`src/rtl/comparator_pkg.sv`:
```
// package: register map, field positions and encodings of the comparator control block
package comparator_pkg;

	// register byte addresses (Wishbone, one word each; all word aligned except 0x7b)
	localparam logic [7:0] CTRL_STATUS_ADDR  = 8'h50;
	localparam logic [7:0] CONV_CTRL_B_ADDR  = 8'h7b;
	localparam logic [7:0] PIN_DISABLE_ADDR  = 8'h7c;
	localparam logic [7:0] CONV_CTRL_A_ADDR  = 8'h80;
	localparam logic [7:0] CHAN_SEL_ADDR     = 8'h84;
	localparam logic [7:0] EVT_STATUS_ADDR   = 8'h88;
	localparam logic [7:0] EVT_MASK_ADDR     = 8'h8c;

	// comparator_control_status fields
	localparam int POWER_OFF_BIT = 7;
	localparam int BANDGAP_BIT   = 6;
	localparam int RESULT_BIT    = 5;
	localparam int FLAG_BIT      = 4;
	localparam int IRQ_EN_BIT    = 3;
	localparam int CAPTURE_BIT   = 2;
	localparam int MODE_HI_BIT   = 1;
	localparam int MODE_LO_BIT   = 0;

	// converter_control_status_b fields
	localparam int MUX_EN_BIT    = 6;
	localparam int TRIG_LO_BIT   = 0;
	localparam int TRIG_WIDTH    = 3;

	// own converter control word: enable and power reduction
	localparam int CONV_EN_BIT   = 0;
	localparam int CONV_PR_BIT   = 1;

	// pin disable fields
	localparam int POS_OFF_BIT   = 0;
	localparam int NEG_OFF_BIT   = 1;

	// event status bits
	localparam int EVT_COMPARE   = 0;
	localparam int EVT_WIDTH     = 1;

	localparam int CHAN_WIDTH    = 3;
	localparam int NUM_CHANNELS  = 8;

	localparam logic [7:0] RESET_BYTE = 8'h00;

	typedef enum logic [1:0] {
		MODE_TOGGLE   = 2'b00,
		MODE_RESERVED = 2'b01,
		MODE_FALL     = 2'b10,
		MODE_RISE     = 2'b11
	} irq_mode_type;

endpackage

```
`src/rtl/comparator_control_logic.sv`:
```
// comparator control: input select, result sync, interrupt and capture routing, Wishbone registers
`timescale 1ns/1ps
`default_nettype none
module comparator_control_logic
	import comparator_pkg::*;
(
	input  wire logic        core_clk,
	input  wire logic        reset,
	input  wire logic        wb_cyc_i,
	input  wire logic        wb_stb_i,
	input  wire logic        wb_we_i,
	input  wire logic [7:0]  wb_adr_i,
	input  wire logic [3:0]  wb_sel_i,
	input  wire logic [31:0] wb_dat_i,
	output logic [31:0]      wb_dat_o,
	output logic             wb_ack_o,
	input  wire logic        analogHigher,
	input  wire logic        globalIrqEnable,
	input  wire logic        irqVectorAck,
	input  wire logic        positivePinIn,
	input  wire logic        negativePinIn,
	output logic             positivePortBit,
	output logic             negativePortBit,
	output logic             positiveBufferOn,
	output logic             negativeBufferOn,
	output logic             comparatorPowerOn,
	output logic             bandgapToPositive,
	output logic             negativeFromChannel,
	output logic [2:0]       negativeChannel,
	output logic             converterEnable,
	output logic             converterPowerReduction,
	output logic [2:0]       autoTriggerSelect,
	output logic             captureInput,
	output logic             comparatorIrq,
	output logic             eventIrq
);
	// limitations: only byte lane 0 carries data and a write with sel[0] low is
	// dropped; unmapped addresses still answer, so a stray access never hangs the bus

	////////////////////////////////////////////////////////////////////////
	// register state
	logic [7:0]           ctrl_q;
	logic                 flag_q;
	logic                 muxEnable_q;
	logic [TRIG_WIDTH-1:0] trigSel_q;
	logic [1:0]           pinOff_q;
	logic                 convEn_q;
	logic                 convPr_q;
	logic [CHAN_WIDTH-1:0] chan_q;
	logic [EVT_WIDTH-1:0] evtStatus_q;
	logic [EVT_WIDTH-1:0] evtMask_q;
	logic                 ack_q;
	logic [31:0]          rdata_q;
	logic                 captureRoute_q;

	logic syncResult;
	logic riseSeen;
	logic fallSeen;

	////////////////////////////////////////////////////////////////////////
	// bus decode
	wire access    = wb_cyc_i & wb_stb_i & ~ack_q;
	wire wrByte0   = access & wb_we_i & wb_sel_i[0];
	// register select codes; unmapped addresses decode to none
	typedef enum logic [2:0] {
		SEL_NONE   = 3'b000,
		SEL_CTRL   = 3'b001,
		SEL_CONV_B = 3'b010,
		SEL_PIN    = 3'b011,
		SEL_CONV_A = 3'b100,
		SEL_CHAN   = 3'b101,
		SEL_EVT    = 3'b110,
		SEL_MASK   = 3'b111
	} reg_sel_type;

	// address to register select, shared by the write and read paths
	function automatic reg_sel_type regOf(input logic [7:0] adr);
		reg_sel_type sel;
		if (adr == CTRL_STATUS_ADDR) begin
			sel = SEL_CTRL;
		end else if (adr == CONV_CTRL_B_ADDR) begin
			sel = SEL_CONV_B;
		end else if (adr == PIN_DISABLE_ADDR) begin
			sel = SEL_PIN;
		end else if (adr == CONV_CTRL_A_ADDR) begin
			sel = SEL_CONV_A;
		end else if (adr == CHAN_SEL_ADDR) begin
			sel = SEL_CHAN;
		end else if (adr == EVT_STATUS_ADDR) begin
			sel = SEL_EVT;
		end else if (adr == EVT_MASK_ADDR) begin
			sel = SEL_MASK;
		end else begin
			sel = SEL_NONE;
		end
		return sel;
	endfunction

	// one hit per register; the read mux and each write enable share them
	wire hitCtrl   = (regOf(wb_adr_i) == SEL_CTRL);
	wire hitConvB  = (regOf(wb_adr_i) == SEL_CONV_B);
	wire hitPin    = (regOf(wb_adr_i) == SEL_PIN);
	wire hitConvA  = (regOf(wb_adr_i) == SEL_CONV_A);
	wire hitChan   = (regOf(wb_adr_i) == SEL_CHAN);
	wire hitEvt    = (regOf(wb_adr_i) == SEL_EVT);
	wire hitMask   = (regOf(wb_adr_i) == SEL_MASK);
	wire wrCtrl    = wrByte0 & hitCtrl;

	////////////////////////////////////////////////////////////////////////
	// synchroniser and edge detection; a powered-off comparator reads low
	wire rawGated = analogHigher & comparatorPowerOn;
	result_sync syncUnit (
		.core_clk (core_clk),
		.reset    (reset),
		.rawIn    (rawGated),
		.syncOut  (syncResult),
		.riseSeen (riseSeen),
		.fallSeen (fallSeen)
	);

	// mode comes from the stored control byte, so a rewrite acts from the next cycle
	// event decode per mode; reserved code matches nothing
	irq_mode_type mode;
	assign mode = irq_mode_type'(ctrl_q[MODE_HI_BIT:MODE_LO_BIT]);
	wire modeEvent = (mode == MODE_TOGGLE) ? (riseSeen | fallSeen) :
	                 (mode == MODE_FALL)   ? fallSeen :
	                 (mode == MODE_RISE)   ? riseSeen :
	                 1'b0;

	// clear on one-write or vector ack; a new event wins over clear
	wire flagClear = (wrCtrl & wb_dat_i[FLAG_BIT]) | irqVectorAck;
	wire flagNext  = modeEvent | (flag_q & ~flagClear);

	always_ff @(posedge core_clk) begin
		if (reset) begin
			flag_q <= 1'b0;
		end else begin
			flag_q <= flagNext;
		end
	end

	////////////////////////////////////////////////////////////////////////
	// writable fields
	// control byte: power, bandgap, enable, capture route and mode;
	// the result and flag positions are stored but never read back
	always_ff @(posedge core_clk) begin
		if (reset) begin
			ctrl_q <= RESET_BYTE;
		end else if (wrByte0 && hitCtrl) begin
			ctrl_q <= wb_dat_i[7:0];
		end
	end

	// mux borrow request and auto trigger select
	always_ff @(posedge core_clk) begin
		if (reset) begin
			muxEnable_q <= 1'b0;
			trigSel_q   <= '0;
		end else if (wrByte0 && hitConvB) begin
			muxEnable_q <= wb_dat_i[MUX_EN_BIT];
			trigSel_q   <= wb_dat_i[TRIG_LO_BIT +: TRIG_WIDTH];
		end
	end

	// pin buffer disables; upper bits are not stored at all
	always_ff @(posedge core_clk) begin
		if (reset) begin
			pinOff_q <= 2'b00;
		end else if (wrByte0 && hitPin) begin
			pinOff_q <= {wb_dat_i[NEG_OFF_BIT], wb_dat_i[POS_OFF_BIT]};
		end
	end

	// own converter word: enable and power reduction; the converter itself
	// lives outside, these bits only steer it
	always_ff @(posedge core_clk) begin
		if (reset) begin
			convEn_q <= 1'b0;
			convPr_q <= 1'b0;
		end else if (wrByte0 && hitConvA) begin
			convEn_q <= wb_dat_i[CONV_EN_BIT];
			convPr_q <= wb_dat_i[CONV_PR_BIT];
		end
	end

	// channel select for the borrowed negative input
	always_ff @(posedge core_clk) begin
		if (reset) begin
			chan_q <= '0;
		end else if (wrByte0 && hitChan) begin
			chan_q <= wb_dat_i[CHAN_WIDTH-1:0];
		end
	end

	// event mask
	always_ff @(posedge core_clk) begin
		if (reset) begin
			evtMask_q <= '0;
		end else if (wrByte0 && hitMask) begin
			evtMask_q <= wb_dat_i[EVT_WIDTH-1:0];
		end
	end

	// sticky event status: comparator event, write-one-to-clear, set wins
	wire [EVT_WIDTH-1:0] evtSet = modeEvent;
	wire [EVT_WIDTH-1:0] evtClr = (wrByte0 & hitEvt) ? wb_dat_i[EVT_WIDTH-1:0] : '0;
	always_ff @(posedge core_clk) begin
		if (reset) begin
			evtStatus_q <= '0;
		end else begin
			evtStatus_q <= evtSet | (evtStatus_q & ~evtClr);
		end
	end

	////////////////////////////////////////////////////////////////////////
	// readback mux
	wire [7:0] ctrlRead = {ctrl_q[POWER_OFF_BIT], ctrl_q[BANDGAP_BIT], syncResult, flag_q,
	                       ctrl_q[IRQ_EN_BIT], ctrl_q[CAPTURE_BIT], ctrl_q[MODE_HI_BIT],
	                       ctrl_q[MODE_LO_BIT]};
	wire [7:0] convBRead = {1'b0, muxEnable_q, 3'h0, trigSel_q};
	wire [7:0] pinRead   = {6'h00, pinOff_q};
	wire [7:0] convARead = {6'h00, convPr_q, convEn_q};
	wire [7:0] chanRead  = {5'h00, chan_q};
	wire [7:0] evtRead   = {7'h00, evtStatus_q};
	wire [7:0] maskRead  = {7'h00, evtMask_q};
	wire [7:0] readByte  = hitCtrl  ? ctrlRead  :
	                       hitConvB ? convBRead :
	                       hitPin   ? pinRead   :
	                       hitConvA ? convARead :
	                       hitChan  ? chanRead  :
	                       hitEvt   ? evtRead   :
	                       hitMask  ? maskRead  :
	                       8'h00;

	// one-cycle answer; unmapped reads return zero, writes are dropped
	always_ff @(posedge core_clk) begin
		if (reset) begin
			ack_q   <= 1'b0;
			rdata_q <= 32'h00000000;
		end else begin
			ack_q   <= access;
			rdata_q <= access ? {24'h000000, readByte} : rdata_q;
		end
	end

	// capture route is registered so the timer sees a clean level
	always_ff @(posedge core_clk) begin
		if (reset) begin
			captureRoute_q <= 1'b0;
		end else begin
			captureRoute_q <= ctrl_q[CAPTURE_BIT] & syncResult;
		end
	end

	////////////////////////////////////////////////////////////////////////
	// bus and analog control outputs
	assign wb_ack_o                = ack_q;
	assign wb_dat_o                = rdata_q;
	assign comparatorPowerOn       = ~ctrl_q[POWER_OFF_BIT];
	assign bandgapToPositive       = ctrl_q[BANDGAP_BIT];
	assign negativeFromChannel     = muxEnable_q & ~convEn_q;
	assign negativeChannel         = chan_q;
	assign converterEnable         = convEn_q;
	assign converterPowerReduction = convPr_q;
	assign autoTriggerSelect       = trigSel_q;
	assign captureInput            = captureRoute_q;
	// analog compare itself happens outside; the selects above steer it

	////////////////////////////////////////////////////////////////////////
	// interrupt requests: level outputs, low whenever their enable is off
	assign comparatorIrq = flag_q & ctrl_q[IRQ_EN_BIT] & globalIrqEnable;
	// sticky event summary behind its mask
	assign eventIrq      = |(evtStatus_q & evtMask_q);

	// digital buffers: disabled pins read zero
	assign positiveBufferOn = ~pinOff_q[POS_OFF_BIT];
	assign negativeBufferOn = ~pinOff_q[NEG_OFF_BIT];
	assign positivePortBit  = positivePinIn & ~pinOff_q[POS_OFF_BIT];
	assign negativePortBit  = negativePinIn & ~pinOff_q[NEG_OFF_BIT];
endmodule
`default_nettype wire

```
`src/rtl/result_sync.sv`:
```
// two-flop synchroniser with edge detect for the comparator output
`timescale 1ns/1ps
`default_nettype none
module result_sync (
	input  wire logic core_clk,
	input  wire logic reset,
	input  wire logic rawIn,
	output logic      syncOut,
	output logic      riseSeen,
	output logic      fallSeen
);
	logic meta_q;
	logic sync_q;
	logic prev_q;

	// first flop feeds only the second
	always_ff @(posedge core_clk) begin
		if (reset) begin
			meta_q <= 1'b0;
			sync_q <= 1'b0;
			prev_q <= 1'b0;
		end else begin
			meta_q <= rawIn;
			sync_q <= meta_q;
			prev_q <= sync_q;
		end
	end

	// compare with previous sample so each transition fires once
	assign syncOut  = sync_q;
	assign riseSeen = sync_q & ~prev_q;
	assign fallSeen = ~sync_q & prev_q;
endmodule
`default_nettype wire

```
`config.mk`:
```
export PLATFORM = sky130hd
export DESIGN_NAME = comparator_control_logic
export DESIGN_NICKNAME = d
export VERILOG_FILES = /design/src/rtl/comparator_pkg.sv /design/src/rtl/comparator_control_logic.sv /design/src/rtl/result_sync.sv
export SDC_FILE = /design/constraint.sdc
export NUM_CORES = 1
export LEC_CHECK = 0
export ABC_AREA = 1
export BUFFER_PORTS_ARGS = -buffer_cell sky130_fd_sc_hd__buf_2
export CAP_MARGIN = 20
export CELL_PAD_IN_SITES_DETAIL_PLACEMENT = 0
export CELL_PAD_IN_SITES_GLOBAL_PLACEMENT = 1
export CORE_MARGIN = 4
export CORE_UTILIZATION = 31
export CTS_BUF_LIST = sky130_fd_sc_hd__clkbuf_16
export CTS_CLUSTER_DIAMETER = 100
export DETAILED_ROUTE_END_ITERATION = 8
export GPL_TIMING_DRIVEN = 0
export PLACE_DENSITY = 0.89
export SKIP_CTS_REPAIR_TIMING = 1
export SYNTH_ARGS = -nofsm -noshare
export SYNTH_HDL_FRONTEND = slang
export SYNTH_SLANG_ARGS = --single-unit
```
`constraint.sdc`:
```
create_clock -name core_clk -period 2.1 [get_ports core_clk]
set_clock_uncertainty 0.05 [all_clocks]
set_input_delay 0 -clock core_clk [delete_from_list [all_inputs] [get_ports core_clk]]
set_output_delay 0 -clock core_clk [all_outputs]
set_load 0.01 [all_outputs]
```
==> run metrics <==
outcome=complete, but fails checks; failing checks=negative hold slack; wire per inst=roughly 11 um; total negative slack=0 ns; met3 WL post-DR=399 um; slowest cell on the critical path=dfxtp_1; biggest area consumer among synthesized cells=dfxtp_1; Async SR Flop Fraction=0%; Critical Path AT=roughly 1.5 ns; most common cell in the netlist=nand2_1; CP Max Fanout=6; Die Width=about 84 um; leakage power=about 1.2 nW; insertion delay to the later sink of the worst-skew pair=about 0.27 ns; crit path cell chain=nor2_4 -> nand3_4 -> inv_2 -> nand2_1 -> o21ai_0 -> a21oi_1; top cell type's share of synthesized area=between 30% and 40%; Max Freq=712 MHz; initial antenna violation count=0; Placed Area=~2200 um^2; Total GRT Usage=12.5%; layout cells sized above 1=between 30% and 40%; Final nets=388; Synth Area per Inst=between 7 and 8 um^2; min Tclk post-route=approximately 1.4 ns; H-tree depth=2; crit start category=register; Rows=27; crit path kind=register to register; slowest stage delay, CP=around 0.34 ns; Top FF cell, synth=dfxtp_1; wire length on met1=roughly 2.1 mm; CORE AREA=approximately 5600 um^2; top cells by count, synth=35 x nand2_1, 33 x dfxtp_1, 33 x inv_1, 25 x nor2_1, 24 x buf_4; CP endpoint kind=register; EDFF count, synth=0; synthesized instance count=~240; top post-synthesis cells by area=dfxtp_1 37%, buf_4 10%, nand2_1 7.3%, inv_1 6.9%, a21oi_1 5.3%; global placer's final weighted congestion=0.784; final design utilization=between 40% and 50%; Setup Viol. Count Final=0; die height=84.2 um; Finished Cell Area=2450 um^2; final cell count without fillers=between 400 and 500; via count=1,713; global-route wire length before repair=roughly 7.3 mm; DRT Pass-1 Iters=4; Final HPWL DP=3.58 mm; worst endpoint required time=2.21 ns; P per Cell Area=between 600 and 700 nW/um^2; maximum vdd drop=0.000412 V; clk buf depth=2; Hold Worst Slack=-0.0148 ns; Clock transition at path regs=0.05 ns; fill count=around 600; vias in the first global route=between 1,500 and 2,000; number of cells after detailed placement=between 300 and 400; MaxCap Viol Count=0; Warnings, synthesis=0; CTS tree=built; unrepaired setup endpoints after global routing=false; Diodes inserted=0; max-slew violation count=0; clock root cell=clkbuf_16; Top Layer Used=met4; Synth Register Bits=33; Initial Util=about a third; Residual DRC=0; Inserted Clock Buffers=5; post-synth cell types=30; register area share after synthesis=36.7%; Met2 Routed Length=a little under 2 mm; Initial DRC Count=95; Clock Sinks=33; DIE AREA=roughly 7100 um^2; Layout area overhead=35.8%; pin count of the biggest net entering global routing=11; Synth Cell Area=roughly 1800 um^2; number of routed nets with antenna violations=0; Via-to-Cell Ratio=about 4.2; worst hold-check path type=input pin to register; Fin. Hold Viols=5; # port buffers=52; gr ovfl total=0; fin crit share=roughly two thirds; drt total wl=roughly 4.5 mm; Ports=between 100 and 150
## power by group
group          switching (mW)  leakage (nW)  internal, mW  total (mW)
combinational           0.100         0.868        0.0802       0.180
sequential            0.00668         0.267         0.638       0.645
clock                   0.250        0.0748         0.429       0.679
total                   0.357          1.21          1.15        1.50
## per-layer routing
metal | vias to the layer above | global-route usage, %
met5 | - | 0
met4 | 0 | 2.63
met3 | 4 | 4.32
met2 | 62 | 19.5
met1 | 735 | 16.6
li1 | 912 | -
## final timing paths
kind | start | end | slack [ns] | cells after the start
setup / recovery | wb_ack_o$_SDFF_PP0_ | pinOff_q[1]$_SDFFE_PP0P_ | 0.70 | 6
hold / removal | wb_dat_i[4] | flag_q$_SDFF_PP0_ | -0.01 | 4
setup reg to reg | wb_ack_o$_SDFF_PP0_ | pinOff_q[1]$_SDFFE_PP0P_ | 0.70 | 6
hold reg to reg | syncUnit.meta_q$_SDFF_PP0_ | syncUnit.syncOut$_SDFF_PP0_ | 0.36 | 2
## cell usage in the layout, fill, tap and decap left out, drive strengths merged
| master | Yosys | routed |
|---|---|---|
| buf | 26 | 78 |
| nand2 | 38 | 38 |
| inv | 34 | 35 |
| dfxtp | 33 | 33 |
| nor2 | 33 | 33 |
| conb | 1 | 24 |
| a21oi | 19 | 19 |
| o21ai | 18 | 18 |
| nand3 | 17 | 17 |
| clkbuf | 3 | 8 |
| dlygate4sd3 | 0 | 7 |
| a211oi | 6 | 6 |
| nor3 | 5 | 5 |
| nand4 | 2 | 2 |
| ha | 2 | 2 |
| clkinv | 0 | 2 |
| and3 | 1 | 1 |
| nand3b | 1 | 1 |
| o32a | 1 | 1 |
| o221ai | 1 | 1 |
| o211ai | 1 | 1 |
| o21bai | 1 | 1 |
## kinds of logic (layout without fill, tap and decap cells)
logic type               after synthesis  in the layout  share of synthesized area (%)
buffers and inverters                 63            130                           18.6
flip-flops                            33             33                           36.7
other                                  1             24                          0.208
AND/OR/NAND/NOR                       97             97                           27.1
adder cells (fa/ha/maj)                2              2                           1.39
AO/OA/AOI/OAI                         47             47                           16.0
## registers in the layout, indices dropped and copies added, names as in the netlist
name                     flops
autoTriggerSelect            3
captureInput                 1
converterEnable              1
converterPowerReduction      1
ctrl_q                       6
evtMask_q                    1
evtStatus_q                  1
flag_q                       1
muxEnable_q                  1
negativeChannel              3
pinOff_q                     2
syncUnit.meta_q              1
syncUnit.prev_q              1
syncUnit.syncOut             1
wb_ack_o                     1
wb_dat_o                     8
## through the flow
| stage | total power, mW | hold slack, ns | setup WS, ns |
|---|---|---|---|
| floorplan | 0.772 | 0.0332 | 0.876 |
| global placement | 0.826 | 0.178 | 0.722 |
| detailed placement | 0.827 | 0.183 | 0.704 |
| CTS | 1.51 | -0.100 | 0.694 |
| global route | 1.57 | 0.00788 | 0.596 |
| finish | 1.50 | -0.0148 | 0.696 |
## critical path, delay by kind of cell, from the launching register on
family / cells / cell delay [ns]
buffers and inverters: 1 / 0.15
AND/OR/NAND/NOR: 3 / 0.50
AO/OA/AOI/OAI: 2 / 0.24
flip-flops: 1 / 0.34
## final cells by class
| type | count | area (um^2) | area share (%) |
|---|---|---|---|
| well taps | 72 | 90.1 | 3.68 |
| multi-input cells | 170 | 892 | 36.5 |
| plain buffers | 29 | 208 | 8.49 |
| flip-flops and latches | 33 | 661 | 27.0 |
| repair buffers | 59 | 330 | 13.5 |
| clock inverters | 3 | 13.8 | 0.562 |
| inverters | 34 | 128 | 5.21 |
| clock buffers | 5 | 125 | 5.11 |
No activity file was read; power rests on OpenSTA's default activity.
